$ cat src/scrc_pkg.sv
// Package of constants and types for the sleep clock and reset control block.
// Operation
// - Override value 0x1 makes deep sleep use the run divider, not divide-by-two.
// - Watchdog reset within 10 cycles of deep-sleep entry skips deep-sleep clock settings once.
// - After that one entry, later deep-sleep entries use the programmed deep-sleep settings.
// - Reset in deep sleep with main oscillator everywhere and internal off locks clocks.
// - Main-oscillator check flags only failures before start-up, never a later loss.
// - PLL on main oscillator into deep sleep on low-frequency oscillator risks wake failure.
// - Fast clock with interrupts disabled may give bad prefetch data on sleep wake.
// - The cause of the last reset is logged, and the log may be wrong.
package scrc_pkg;

    // Register byte offsets.
    localparam logic [7:0] RUN_CFG_OFS = 8'h00;
    localparam logic [7:0] DS_CFG_OFS = 8'h04;
    localparam logic [7:0] CTRL_OFS = 8'h08;
    localparam logic [7:0] STATUS_OFS = 8'h0C;
    localparam logic [7:0] INT_STATUS_OFS = 8'h10;
    localparam logic [7:0] INT_MASK_OFS = 8'h14;
    localparam logic [7:0] CAUSE_OFS = 8'h18;

    // Field positions in the configuration registers.
    localparam int SRC_LSB = 0;
    localparam int PLL_REF_INT_BIT = 2;
    localparam int PLL_OFF_BIT = 3;
    localparam int PREC_PD_BIT = 2;
    localparam int DIV_LSB = 4;

    // Control register bits, each a one-shot request.
    localparam int CTRL_SLEEP_BIT = 0;
    localparam int CTRL_DSLEEP_BIT = 1;
    localparam int CTRL_SWRST_BIT = 2;

    // Interrupt status bit positions.
    localparam int EV_WAKE = 0;
    localparam int EV_MAIN_FAIL = 1;
    localparam int EV_LOCKUP = 2;
    localparam int EV_WAKE_RISK = 3;
    localparam int EV_PREFETCH = 4;
    localparam int EV_RESET = 5;
    localparam int EV_W = 6;

    // Reset cause bits.
    localparam int CAUSE_EXT = 0;
    localparam int CAUSE_WDT = 1;
    localparam int CAUSE_SW = 2;

    // Reset values.
    localparam logic [7:0] RUN_CFG_RST = 8'h01;
    localparam logic [7:0] DS_CFG_RST = 8'h01;
    localparam logic [EV_W-1:0] INT_MASK_RST = 6'h00;

    // Clock source codes.
    localparam logic [1:0] SRC_MAIN = 2'h0;
    localparam logic [1:0] SRC_PREC = 2'h1;
    localparam logic [1:0] SRC_LOWF = 2'h2;
    localparam logic [1:0] SRC_PLL = 2'h3;
    localparam logic [3:0] DIV_OVR_QUIRK = 4'h1;

    // Source frequencies in MHz and speed thresholds.
    localparam int MAIN_MHZ = 16;
    localparam int PREC_MHZ = 16;
    localparam int PLL_MHZ = 200;
    localparam int MAX_SYS_MHZ = 80;
    localparam int PREFETCH_MHZ = 40;

    // Timing: watchdog window after entry, long reset pulse, clock rate.
    localparam int WDT_WINDOW_CYC = 10;
    localparam int CLK_MHZ = 125;
    localparam int EXT_RST_MS = 30;
    localparam int EXT_RST_CYC = EXT_RST_MS * 1000 * CLK_MHZ;
    localparam int MAIN_START_CYC = 1024;

    // Operating mode, one-hot.
    typedef enum logic [3:0] {
        SCRC_RUN = 4'h1,
        SCRC_SLEEP = 4'h2,
        SCRC_DSLEEP = 4'h4,
        SCRC_LOCKED = 4'h8
    } scrc_mode_t;

endpackage

$ cat src/scrc_main_oscillator_check.sv
// Main oscillator start-up checker.
`timescale 1ns/100ps
module scrc_main_osc_check #(
    parameter int START_CYC = scrc_pkg::MAIN_START_CYC
) (
    input wire logic pclk,
    input wire logic presetn,
    input wire logic osc_en,
    input wire logic osc_alive,
    output logic started,
    output logic fail
);
    initial begin
        if (START_CYC < 1 || START_CYC > 65535) begin
            $error("START_CYC out of range");
        end
    end

    typedef struct packed {
        logic [15:0] cnt;
        logic started;
        logic fail;
    } scrc_chk_t;

    scrc_chk_t s_r, s_nxt;

    ////////////////////////////////////////////////////////////////////////////
    // Waits for activity after enable; a loss after start-up is never seen.
    always_comb begin
        s_nxt = s_r;
        s_nxt.fail = 1'b0;
        if (!osc_en) begin
            s_nxt.cnt = 16'h0000;
        end else if (!s_r.started) begin
            if (osc_alive) begin
                s_nxt.started = 1'b1;
            end else if (s_r.cnt == 16'(START_CYC - 1)) begin
                s_nxt.fail = 1'b1;
                s_nxt.cnt = 16'h0000;
            end else begin
                s_nxt.cnt = s_r.cnt + 16'h0001;
            end
        end
    end

    // State register.
    always_ff @(posedge pclk or negedge presetn) begin
        if (!presetn) begin
            s_r <= '0;
        end else begin
            s_r <= s_nxt;
        end
    end

    assign started = s_r.started;
    assign fail = s_r.fail;
endmodule

$ cat src/scrc_top.sv
// Sleep clock and reset control with APB register access.
//
// Implementation choices: the APB register port and the address map.
`timescale 1ns/100ps
module scrc_top #(
    parameter int EXT_RST_CYC = scrc_pkg::EXT_RST_CYC,
    parameter int MAIN_START_CYC = scrc_pkg::MAIN_START_CYC
) (
    input wire logic pclk,
    input wire logic presetn,
    input wire logic psel,
    input wire logic penable,
    input wire logic pwrite,
    input wire logic [7:0] paddr,
    input wire logic [31:0] pwdata,
    output logic [31:0] prdata,
    output logic pready,
    output logic pslverr,
    input wire logic wake_req,
    input wire logic wdt_reset,
    input wire logic ext_reset_req,
    input wire logic main_oscillator_alive,
    input wire logic irq_enabled,
    output logic [1:0] clk_src,
    output logic [3:0] clk_div,
    output logic main_oscillator_en,
    output logic precision_internal_oscillator_en,
    output logic clocks_dead,
    output logic prefetch_invalid,
    output logic wake_at_risk,
    output logic irq
);
    initial begin
        if (EXT_RST_CYC < 1 || EXT_RST_CYC > 4194303) begin
            $error("EXT_RST_CYC out of range");
        end
    end

    typedef struct packed {
        scrc_pkg::scrc_mode_t mode;
        logic [7:0] run_clock_config;
        logic [7:0] deep_sleep_clock_config;
        logic [scrc_pkg::EV_W-1:0] ists;
        logic [scrc_pkg::EV_W-1:0] imask;
        logic [2:0] reset_cause_log;
        logic skip_ds;
        logic [3:0] entry_cnt;
        logic [21:0] ext_cnt;
        logic ext_taken;
        logic [31:0] prdata;
        logic [1:0] clk_src;
        logic [3:0] clk_div;
        logic prefetch_bad;
        logic wake_risk;
    } scrc_state_t;

    scrc_state_t s_r, s_nxt;
    logic main_started;
    logic main_fail;

    ////////////////////////////////////////////////////////////////////////////
    // System clock estimate in MHz for a source and divider.
    function automatic logic [7:0] sys_mhz(input logic [1:0] src, input logic [3:0] div);
        int f;
        f = 0;
        case (src)
            scrc_pkg::SRC_MAIN: f = scrc_pkg::MAIN_MHZ;
            scrc_pkg::SRC_PREC: f = scrc_pkg::PREC_MHZ;
            scrc_pkg::SRC_PLL: f = scrc_pkg::PLL_MHZ;
            default: f = 0;
        endcase
        return 8'(f / (int'(div) + 1));
    endfunction

    // Source field of a configuration register.
    function automatic logic [1:0] cfg_src(input logic [7:0] cfg);
        return cfg[scrc_pkg::SRC_LSB +: 2];
    endfunction

    // Divider field of a configuration register.
    function automatic logic [3:0] cfg_div(input logic [7:0] cfg);
        return cfg[scrc_pkg::DIV_LSB +: 4];
    endfunction

    ////////////////////////////////////////////////////////////////////////////
    // Main oscillator start-up check.
    scrc_main_osc_check #(
        .START_CYC(MAIN_START_CYC)
    ) u_chk (
        .pclk(pclk),
        .presetn(presetn),
        .osc_en(main_oscillator_en),
        .osc_alive(main_oscillator_alive),
        .started(main_started),
        .fail(main_fail)
    );

    ////////////////////////////////////////////////////////////////////////////
    // Next-state logic for bus, modes, clocks and events.
    always_comb begin
        logic setup;
        logic wr;
        logic rd;
        logic [scrc_pkg::EV_W-1:0] ev;
        logic [31:0] ctrl;
        logic ds_lf;
        logic sys_rst;
        logic [1:0] rsrc;
        logic [3:0] rdiv;
        logic [3:0] ovr;
        setup = psel && !penable;
        wr = psel && penable && pwrite;
        rd = psel && penable && !pwrite;
        ev = '0;
        ctrl = 32'h0000_0000;
        sys_rst = 1'b0;
        s_nxt = s_r;
        s_nxt.prefetch_bad = 1'b0;
        rsrc = cfg_src(s_r.run_clock_config);
        rdiv = cfg_div(s_r.run_clock_config);
        ovr = cfg_div(s_r.deep_sleep_clock_config);
        ds_lf = s_r.mode == scrc_pkg::SCRC_DSLEEP && s_r.clk_src == scrc_pkg::SRC_LOWF;

        // Register writes; control bits act as one-shot requests.
        if (wr) begin
            case (paddr)
                scrc_pkg::RUN_CFG_OFS: s_nxt.run_clock_config = pwdata[7:0];
                scrc_pkg::DS_CFG_OFS: s_nxt.deep_sleep_clock_config = pwdata[7:0];
                scrc_pkg::CTRL_OFS: ctrl = pwdata;
                scrc_pkg::INT_MASK_OFS: s_nxt.imask = pwdata[scrc_pkg::EV_W-1:0];
                default: ;
            endcase
        end

        // External reset is taken only once held long enough while in slow deep sleep.
        if (!ext_reset_req) begin
            s_nxt.ext_cnt = 22'h000000;
            s_nxt.ext_taken = 1'b0;
        end else if (!s_r.ext_taken) begin
            s_nxt.ext_cnt = s_r.ext_cnt + 22'h000001;
        end
        if (ext_reset_req && !s_r.ext_taken &&
            (!ds_lf || s_r.ext_cnt == 22'(EXT_RST_CYC - 1))) begin
            sys_rst = 1'b1;
            s_nxt.ext_taken = 1'b1;
            s_nxt.reset_cause_log = 3'h1 << scrc_pkg::CAUSE_EXT;
        end
        // A later watchdog source overwrites the log in the same cycle.
        if (wdt_reset) begin
            sys_rst = 1'b1;
            s_nxt.reset_cause_log = 3'h1 << scrc_pkg::CAUSE_WDT;
        end
        if (ctrl[scrc_pkg::CTRL_SWRST_BIT]) begin
            sys_rst = 1'b1;
            s_nxt.reset_cause_log = 3'h1 << scrc_pkg::CAUSE_SW;
        end
        ev[scrc_pkg::EV_RESET] = sys_rst;

        // Watchdog reset soon after deep-sleep entry drops the deep-sleep settings once.
        if (s_r.mode == scrc_pkg::SCRC_DSLEEP && s_r.entry_cnt != 4'hF) begin
            s_nxt.entry_cnt = s_r.entry_cnt + 4'h1;
        end
        if (wdt_reset && s_r.mode == scrc_pkg::SCRC_DSLEEP &&
            s_r.entry_cnt < 4'(scrc_pkg::WDT_WINDOW_CYC)) begin
            s_nxt.skip_ds = 1'b1;
        end

        // Mode sequencing.
        case (s_r.mode)
            scrc_pkg::SCRC_RUN: begin
                if (!sys_rst && ctrl[scrc_pkg::CTRL_DSLEEP_BIT]) begin
                    s_nxt.mode = scrc_pkg::SCRC_DSLEEP;
                    s_nxt.entry_cnt = 4'h0;
                    if (s_r.skip_ds) begin
                        s_nxt.clk_src = rsrc;
                        s_nxt.clk_div = rdiv;
                        s_nxt.skip_ds = 1'b0;
                    end else begin
                        s_nxt.clk_src = cfg_src(s_r.deep_sleep_clock_config);
                        s_nxt.clk_div = (ovr == scrc_pkg::DIV_OVR_QUIRK) ? rdiv : ovr;
                    end
                    // Hazardous combination for waking is reported.
                    s_nxt.wake_risk = rsrc == scrc_pkg::SRC_PLL &&
                        !s_r.run_clock_config[scrc_pkg::PLL_OFF_BIT] &&
                        !s_r.run_clock_config[scrc_pkg::PLL_REF_INT_BIT] &&
                        s_nxt.clk_src == scrc_pkg::SRC_LOWF;
                    ev[scrc_pkg::EV_WAKE_RISK] = s_nxt.wake_risk;
                end else if (!sys_rst && ctrl[scrc_pkg::CTRL_SLEEP_BIT]) begin
                    s_nxt.mode = scrc_pkg::SCRC_SLEEP;
                end else begin
                    s_nxt.clk_src = rsrc;
                    s_nxt.clk_div = rdiv;
                end
            end
            scrc_pkg::SCRC_SLEEP: begin
                if (wake_req || sys_rst) begin
                    s_nxt.mode = scrc_pkg::SCRC_RUN;
                    // Fast clock with interrupts off corrupts the first fetch.
                    if (wake_req && !irq_enabled &&
                        sys_mhz(rsrc, rdiv) >= 8'(scrc_pkg::PREFETCH_MHZ)) begin
                        s_nxt.prefetch_bad = 1'b1;
                        ev[scrc_pkg::EV_PREFETCH] = 1'b1;
                    end
                    ev[scrc_pkg::EV_WAKE] = wake_req;
                end
            end
            scrc_pkg::SCRC_DSLEEP: begin
                if (sys_rst && rsrc == scrc_pkg::SRC_MAIN &&
                    s_r.clk_src == scrc_pkg::SRC_MAIN &&
                    s_r.deep_sleep_clock_config[scrc_pkg::PREC_PD_BIT]) begin
                    s_nxt.mode = scrc_pkg::SCRC_LOCKED;
                    ev[scrc_pkg::EV_LOCKUP] = 1'b1;
                end else if (wake_req || sys_rst) begin
                    s_nxt.mode = scrc_pkg::SCRC_RUN;
                    s_nxt.clk_src = rsrc;
                    s_nxt.clk_div = rdiv;
                    s_nxt.wake_risk = 1'b0;
                    ev[scrc_pkg::EV_WAKE] = wake_req;
                end
            end
            scrc_pkg::SCRC_LOCKED: begin
                // Only the power-on reset leaves this state.
                s_nxt.mode = scrc_pkg::SCRC_LOCKED;
            end
            default: s_nxt.mode = scrc_pkg::SCRC_RUN;
        endcase
        ev[scrc_pkg::EV_MAIN_FAIL] = main_fail;

        // Read data is captured in the setup phase.
        if (setup) begin
            case (paddr)
                scrc_pkg::RUN_CFG_OFS: s_nxt.prdata = {24'h000000, s_r.run_clock_config};
                scrc_pkg::DS_CFG_OFS: s_nxt.prdata = {24'h000000, s_r.deep_sleep_clock_config};
                scrc_pkg::STATUS_OFS: s_nxt.prdata = {20'h00000, s_r.clk_div, s_r.clk_src,
                    s_r.skip_ds, main_started, s_r.mode};
                scrc_pkg::INT_STATUS_OFS: s_nxt.prdata = {26'h0000000, s_r.ists};
                scrc_pkg::INT_MASK_OFS: s_nxt.prdata = {26'h0000000, s_r.imask};
                scrc_pkg::CAUSE_OFS: s_nxt.prdata = {29'h00000000, s_r.reset_cause_log};
                default: s_nxt.prdata = 32'h0000_0000;
            endcase
        end

        // Sticky events; a read clears, a new event in that cycle wins.
        if (rd && paddr == scrc_pkg::INT_STATUS_OFS) begin
            s_nxt.ists = ev;
        end else begin
            s_nxt.ists = s_r.ists | ev;
        end
    end

    // State register; locked state is cleared only by presetn.
    always_ff @(posedge pclk or negedge presetn) begin
        if (!presetn) begin
            s_r.mode <= scrc_pkg::SCRC_RUN;
            s_r.run_clock_config <= scrc_pkg::RUN_CFG_RST;
            s_r.deep_sleep_clock_config <= scrc_pkg::DS_CFG_RST;
            s_r.ists <= '0;
            s_r.imask <= scrc_pkg::INT_MASK_RST;
            s_r.reset_cause_log <= 3'h0;
            s_r.skip_ds <= 1'b0;
            s_r.entry_cnt <= 4'hF;
            s_r.ext_cnt <= 22'h000000;
            s_r.ext_taken <= 1'b0;
            s_r.prdata <= 32'h0000_0000;
            s_r.clk_src <= scrc_pkg::SRC_PREC;
            s_r.clk_div <= 4'h0;
            s_r.prefetch_bad <= 1'b0;
            s_r.wake_risk <= 1'b0;
        end else begin
            s_r <= s_nxt;
        end
    end

    ////////////////////////////////////////////////////////////////////////////
    // Outputs.
    assign prdata = s_r.prdata;
    assign pready = 1'b1;
    assign pslverr = psel && penable && !(paddr == scrc_pkg::RUN_CFG_OFS ||
        paddr == scrc_pkg::DS_CFG_OFS || paddr == scrc_pkg::CTRL_OFS ||
        paddr == scrc_pkg::STATUS_OFS || paddr == scrc_pkg::INT_STATUS_OFS ||
        paddr == scrc_pkg::INT_MASK_OFS || paddr == scrc_pkg::CAUSE_OFS);
    assign clk_src = s_r.clk_src;
    assign clk_div = s_r.clk_div;
    assign clocks_dead = s_r.mode == scrc_pkg::SCRC_LOCKED;
    assign main_oscillator_en = !clocks_dead;
    assign precision_internal_oscillator_en = !clocks_dead &&
        !(s_r.mode == scrc_pkg::SCRC_DSLEEP &&
        s_r.deep_sleep_clock_config[scrc_pkg::PREC_PD_BIT]);
    assign prefetch_invalid = s_r.prefetch_bad;
    assign wake_at_risk = s_r.wake_risk;
    assign irq = |(s_r.ists & s_r.imask);
endmodule

$ cat config.mk
export PLATFORM = sky130hd
export DESIGN_NAME = scrc_top
export DESIGN_NICKNAME = d
export VERILOG_FILES = /design/src/scrc_pkg.sv /design/src/scrc_main_oscillator_check.sv /design/src/scrc_top.sv
export SDC_FILE = /design/constraint.sdc
export NUM_CORES = 1
export LEC_CHECK = 0
export BUFFER_PORTS_ARGS = -buffer_cell sky130_fd_sc_hd__buf_2
export CORE_MARGIN = 5
export CORE_UTILIZATION = 45
export DETAILED_ROUTE_END_ITERATION = 8
export PLACE_DENSITY = 0.71
export SYNTH_ARGS = -nofsm -noshare
export SYNTH_HDL_FRONTEND = slang
export SYNTH_SLANG_ARGS = --single-unit
$ cat constraint.sdc
create_clock -name pclk -period 56.1 [get_ports pclk]
set_clock_uncertainty 0.05 [all_clocks]
set_input_delay 2.805 -clock pclk [delete_from_list [all_inputs] [get_ports pclk]]
set_output_delay 2.805 -clock pclk [all_outputs]
set_load 0.02 [all_outputs]
==> flow_metrics.py, run 1 <==
metrics = {
    "min_path": {
        "hold_path_end": "s_r[78]",
        "holdPathStages": 1,
        "hp-class": "register to register",
        "hp-start": "u_chk.fail",
    },
    "yosys": {
        "ys_ff_latch": 101,
        "synth_edf_count": 0,
        "synth_flop_cell": "dfrtp_1",
        "yosysTopAreaCellShare_pct": 12.2,
        "synthCells": 2580,
        "syn_area_um2": 19100,
        "yosys_warnings": 0,
        "synth.area.top_cells": "dfrtp_1 (12%), ha_1 (9.4%), nor2_1 (5.5%)",
        "yosysSeqAreaShare_pct": 13.3,
        "yosys.area.top_type": "dfrtp_1",
        "synth_cell_types": 142,
        "synthArstFlopShare_pct": 100,
        "syn_area_per_cell_um2": 7.40,
    },
    "floorplan": {
        "die_w_um": 216,
        "core_region_area_um2": 41900,
        "io_pins": 96,
        "start_util_pct": 45.5,
        "dieArea_um2": 46600,
        "die_h_um": 216,
        "num_rows": 75,
    },
    "sta": {
        "fmax_mhz": 18.8,
        "drv_slew": 0,
        "tns_ns": 0,
        "period_minus_slack_ns": 53.06,
        "fin_crit_sh_pct": 94.6,
        "finalHoldViolCount": 0,
        "slew-limit-headroom_pct": 24.7,
        "worstMarginPinSlew_ns": 1.12,
        "whs_ns": 0.424,
        "final-setup-viol-count": 0,
    },
    "route": {
        "post_drt_wl_per_cell_um": 17.4,
        "dr.pass1.iters": 5,
        "first_iter_violations": 1345,
        "drc_errors": 0,
        "vias": 20600,
        "wl_um": 57400,
        "ant_nets": 0,
        "vias_per_cell": 6.25,
    },
    "worst_setup_path": {
        "r2r-end": "s_r[81]",
        "cp_slowest_stage_delay_ns": 0.52,
        "path_class": "register to register",
        "cpMostUsedCell": "o21a_1",
        "cp.required_ns": 56.29,
        "crit_fanout": 7,
        "r2r-start": "s_r[95]",
        "slowest_stage": "dfrtp_4",
        "r2r_setup_slack_ns": 3.04,
        "end_kind": "register",
        "startpoint_type": "register",
        "reg2regPathDepth": 300,
        "arrival_ns": 53.25,
    },
    "clock_network": {
        "cts-buffers-inserted": 9,
        "cts_tree": "done",
        "clockRootBuffer": "clkbuf_16",
        "htreeDepth": 3,
        "clk_path_buf_depth": 2,
        "cts.sinks": 101,
        "path_clk_slew_ns": 0.07,
        "ctsHoldBuffers": 0,
        "clk-insertion-delay-late_ns": 0.35,
    },
    "flow_run": {
        "cap_viol_max_count": 0,
    },
    "global_routing": {
        "grt_max_degree": 54,
        "grt.total_usage_pct": 23.0,
        "grt_pass1_wl_um": 93700,
        "grt_pass1_vias": 19800,
        "antenna_found_initial": 0,
        "grt-ovfl-total": 0,
    },
    "placed_design": {
        "place_hpwl_um": 45200,
        "gp_congestion": 0.952,
        "io_buffers": 50,
    },
    "final_layout": {
        "diodes": 0,
        "synthToLayoutAreaGrowth_pct": 14.8,
        "drive_above_1_share_pct": 20.2,
        "fillCellCount": 4005,
        "nNetsFinal": 2951,
    },
    "outcome": {
        "status": "finished, final reports clean",
    },
}
-- layer usage --
layer	GRT usage (%)	vias up	part of all wire [%]
met5	0	-	0
met4	5.72	0	2.2
met3	2.16	109	5.9
met2	39.6	688	47
met1	31.1	9791	45
li1	-	10000	-
-- placed cells by master (no fill, tap or decap), types with 28 or more instances in the layout --
master,netlist,layout
dfrtp_1,93,91
o21ai_1,34,39
nor2_1,279,255
inv_1,48,47
mux2i_1,38,34
xnor2_1,79,78
buf_2,26,49
o21ai_0,132,114
a31oi_1,29,29
o21a_1,91,91
and2_1,62,59
buf_4,46,175
or3_1,43,41
nor3_1,130,121
a21o_1,37,37
o31ai_1,45,41
nand2_1,217,215
and3_1,53,48
nand3_1,106,103
conb_1,2,47
mux2_2,43,43
nand2b_1,47,44
a21oi_1,145,135
ha_1,143,137
xor2_1,42,41
o211ai_1,28,28
-- kinds of logic after synthesis --
family | after synthesis | share of synthesized area (%)
multiplexers | 88 | 5.11
flip-flops | 101 | 13.3
XOR/XNOR | 123 | 5.78
buffers and inverters | 155 | 4.16
AO/OA/AOI/OAI | 793 | 29.4
AND/OR/NAND/NOR | 1172 | 32.7
other | 2 | 0.0394
adder cells (fa/ha/maj) | 146 | 9.53
-- layout make-up --
cell class              instances  area (µm²)  area share [%]
multi-input cells            2369       16600            75.8
well taps                     539         674            3.08
inverters                      50         191           0.874
clock buffers                  11         243            1.11
flip-flops and latches        101        2540            11.6
clock inverters                 5        66.3           0.303
repair buffers                227        1590            7.27
-- Yosys cell counts (all sizes together) (19+ instances only) --
cell,number
nor2,283
nand2,221
o21ai,170
a21oi,154
ha,143
nor3,140
nand3,110
dfrtp,93
o21a,91
xnor2,81
buf,75
and2,65
and3,54
inv,49
o31ai,48
nand2b,47
mux2,46
or3,45
mux2i,42
xor2,42
a21o,38
nor4,34
or2,33
o211ai,32
nand4,31
nor2b,31
clkbuf,30
a31oi,29
a211oi,22
or4,21
a21boi,19
-- flip-flops by register name, summed over array words and instances, names as in the netlist --
| name | cells |
|---|---|
| clk_div | 4 |
| clk_src | 2 |
| prdata | 12 |
| prefetch_invalid | 1 |
| s_r | 63 |
| u_chk.fail | 1 |
| u_chk.s_r | 16 |
| u_chk.started | 1 |
| wake_at_risk | 1 |
-- worst max-delay path: cells and delay by family (launching register included) --
kind	cells	cell delay, ns
compound gates	125	20.59
simple gates	123	19.51
fa+ha+maj	29	8.29
mux	8	2.04
buf+inv	15	1.91
flops	1	0.52
-- timing repair --
item,in CTS,in global routing
pin swaps,1,45
endpoints found under the setup margin,2,2
resized for setup,12,139
cloned,0,0
setup buffers,1,40
-- stage by stage --
step	worst slack, ns	cell area (µm²)	instances	util [%]
floorplan	0.0640	19300	2625	-
global placement	0.419	20700	3245	49.4
detailed placement	-0.520	20700	3245	49.4
CTS	0.0176	21100	3262	50.2
global route	-0.385	21900	3302	52.2
finish	3.04	21900	3302	52.2
-- worst max path at each step --
| stage | start | to | depth (start not counted) |
|---|---|---|---|
| 5_1_grt | s_r[95] | s_r[81] | 302 |
| 6_report | s_r[95] | s_r[81] | 300 |
| 3_3_place_gp | s_r[95] | s_r[81] | 296 |
| 3_5_place_dp | s_r[96] | s_r[81] | 295 |
| 2_1_floorplan | s_r[95] | s_r[81] | 308 |
| 4_1_cts | s_r[96] | s_r[81] | 300 |
Power of run 1 is not shown: default switching activity piles up to over one toggle a cycle in this logic, so the estimate is an artifact.
==> inputs of run 2 (changes only) <==
--- a/config.mk
+++ b/config.mk
@@ -6,10 +6,11 @@
 export NUM_CORES = 1
 export LEC_CHECK = 0
 export BUFFER_PORTS_ARGS = -buffer_cell sky130_fd_sc_hd__buf_2
-export CORE_MARGIN = 5
+export CORE_MARGIN = 3
 export CORE_UTILIZATION = 45
 export DETAILED_ROUTE_END_ITERATION = 8
 export PLACE_DENSITY = 0.71
+export RECOVER_POWER = 100
 export SYNTH_ARGS = -nofsm -noshare
 export SYNTH_HDL_FRONTEND = slang
 export SYNTH_SLANG_ARGS = --single-unit
==> run 2 against run 1 <==
Net effect:
- the flow now finishes with violations (max-capacitance violations, max-slew violations)
- routed wire length up 0.42%
- sequential share of layout area down 0.099 points
- maximum frequency fell by 0.15%
- utilization rose by 1.2 points
- final cell count up 0.24%
- worst setup slack worse by 0.081 ns
- flip-flop and latch count unchanged
- first-iteration DRC count up 25%
- global-route usage rose by 1.4 points
- non-clock buffer count up 15
- critical path type unchanged
==> flow_metrics.py, run 2 (same netlist as run 1, synthesis figures left out) <==
metrics = {
    "route": {
        "vias_per_cell": 6.28,
        "wl_um": 57600,
        "ant_nets": 0,
        "first_iter_violations": 1675,
        "post_drt_wl_per_cell_um": 17.4,
        "vias": 20800,
        "dr.pass1.iters": 5,
        "drc_errors": 0,
    },
    "clock_network": {
        "clk-insertion-delay-late_ns": 0.35,
        "clockRootBuffer": "clkbuf_16",
        "cts_tree": "done",
        "cts-buffers-inserted": 9,
        "clk_path_buf_depth": 2,
        "htreeDepth": 3,
        "ctsHoldBuffers": 0,
        "path_clk_slew_ns": 0.07,
        "cts.sinks": 101,
    },
    "worst_setup_path": {
        "cp_slowest_stage_delay_ns": 0.50,
        "cp.required_ns": 56.29,
        "path_class": "register to register",
        "crit_fanout": 8,
        "end_kind": "register",
        "startpoint_type": "register",
        "slowest_stage": "dfrtp_4",
        "cpMostUsedCell": "o21a_1",
        "arrival_ns": 53.32,
    },
    "sta": {
        "fin_crit_sh_pct": 94.7,
        "final-setup-viol-count": 0,
        "period_minus_slack_ns": 53.14,
        "finalHoldViolCount": 0,
        "fmax_mhz": 18.8,
        "slew-limit-headroom_pct": -127,
        "tns_ns": 0,
        "worstMarginPinSlew_ns": 3.41,
        "drv_slew": 104,
    },
    "global_routing": {
        "grt_pass1_wl_um": 94000,
        "grt.total_usage_pct": 24.4,
        "antenna_found_initial": 0,
        "grt_max_degree": 68,
        "grt-ovfl-total": 0,
        "grt_pass1_vias": 19600,
    },
    "final_layout": {
        "largest_register_ffs": 63,
        "final_cell_mix": "nor2_1 (257), nand2_1 (214), buf_4 (186)",
        "drive_above_1_share_pct": 20.1,
        "largest-register": "s_r",
        "reg_top3": "s_r (63), u_chk.s_r (16), prdata (12)",
        "nNetsFinal": 2966,
        "synthToLayoutAreaGrowth_pct": 15.8,
        "diodes": 0,
        "mostFrequentLayoutCell": "nor2_1",
    },
    "min_path": {
        "hp-class": "register to register",
    },
    "placed_design": {
        "gp_congestion": 0.945,
        "place_hpwl_um": 45300,
        "io_buffers": 50,
    },
    "floorplan": {
        "dieArea_um2": 44900,
        "start_util_pct": 46.1,
        "die_w_um": 212,
        "core_region_area_um2": 41400,
        "io_pins": 96,
        "num_rows": 74,
        "die_h_um": 212,
    },
    "flow_run": {
        "cap_viol_max_count": 2,
    },
    "outcome": {
        "status": "complete, but fails checks",
        "violations": "max-capacitance violations, max-slew violations",
    },
}
==> run 2: cell count changes in the layout (fill, tap and decap cells not counted), sizes merged <==
cell / before / now
buf: 227 / 215
clkinvlp: 2 / 1
inv: 50 / 51
clkinv: 2 / 3
clkbuf: 11 / 37
==> run 2: through the flow <==
step	hold WS, ns	std cells	cell area, µm²	util (%)	setup WS, ns
after floorplan	0.354	2625	19300	-	0.0640
after global placement	0.412	3232	20600	49.9	0.228
after detailed placement	0.417	3232	20600	49.9	-0.691
after CTS	0.439	3248	21000	50.8	0.0183
after global routing	0.450	3310	22100	53.4	-0.394
final	0.437	3310	22100	53.4	2.96
==> run 2: layout make-up <==
cell class,count,area (µm²)
fillers,3980,19300
multi-input cells,2369,16700
flip-flops and latches,101,2540
repair buffers,242,1670
well taps,532,666
clock buffers,10,229
inverters,50,191
clock inverters,6,68.8
==> run 2: timing repair <==
item | 4_1_cts | 5_1_grt
buffers inserted | 0 | 62
gates cloned | 0 | 0
pin swaps | 0 | 63
setup endpoints to repair | 2 | 2
gates resized for setup | 19 | 157
==> run 2: worst paths after layout <==
path | start | to | slack, ns | depth (start not counted)
setup / recovery | s_r[95] | s_r[81] | 2.96 | 299
hold / removal | prdata[2] | prdata[2] | 0.44 | 2
setup reg to reg | s_r[95] | s_r[81] | 2.96 | 299
hold reg to reg | prdata[2] | prdata[2] | 0.44 | 2
max in group asynchronous | presetn | s_r[55] | 49.05 | 2
min in group asynchronous | presetn | prefetch_invalid | 2.93 | 1
==> run 2: metal layers <==
| metal | vias up | routed length (µm) | GRT usage [%] |
|---|---|---|---|
| met1 | 9991 | 26700 | 34.2 |
| met3 | 72 | 3590 | 2.53 |
| met5 | - | 0 | 0 |
| met4 | 0 | 799 | 4.16 |
| li1 | 10100 | - | - |
| met2 | 657 | 26500 | 41.2 |
==> run 2: worst max-delay path: cells and delay by family (launching register included) <==
family,cells,cell delay (ns)
compound gates,128,20.89
simple gates,123,19.82
fa+ha+maj,29,8.21
mux,8,1.99
buf+inv,11,1.39
flops,1,0.50
Power of run 2 is left out for the same reason.
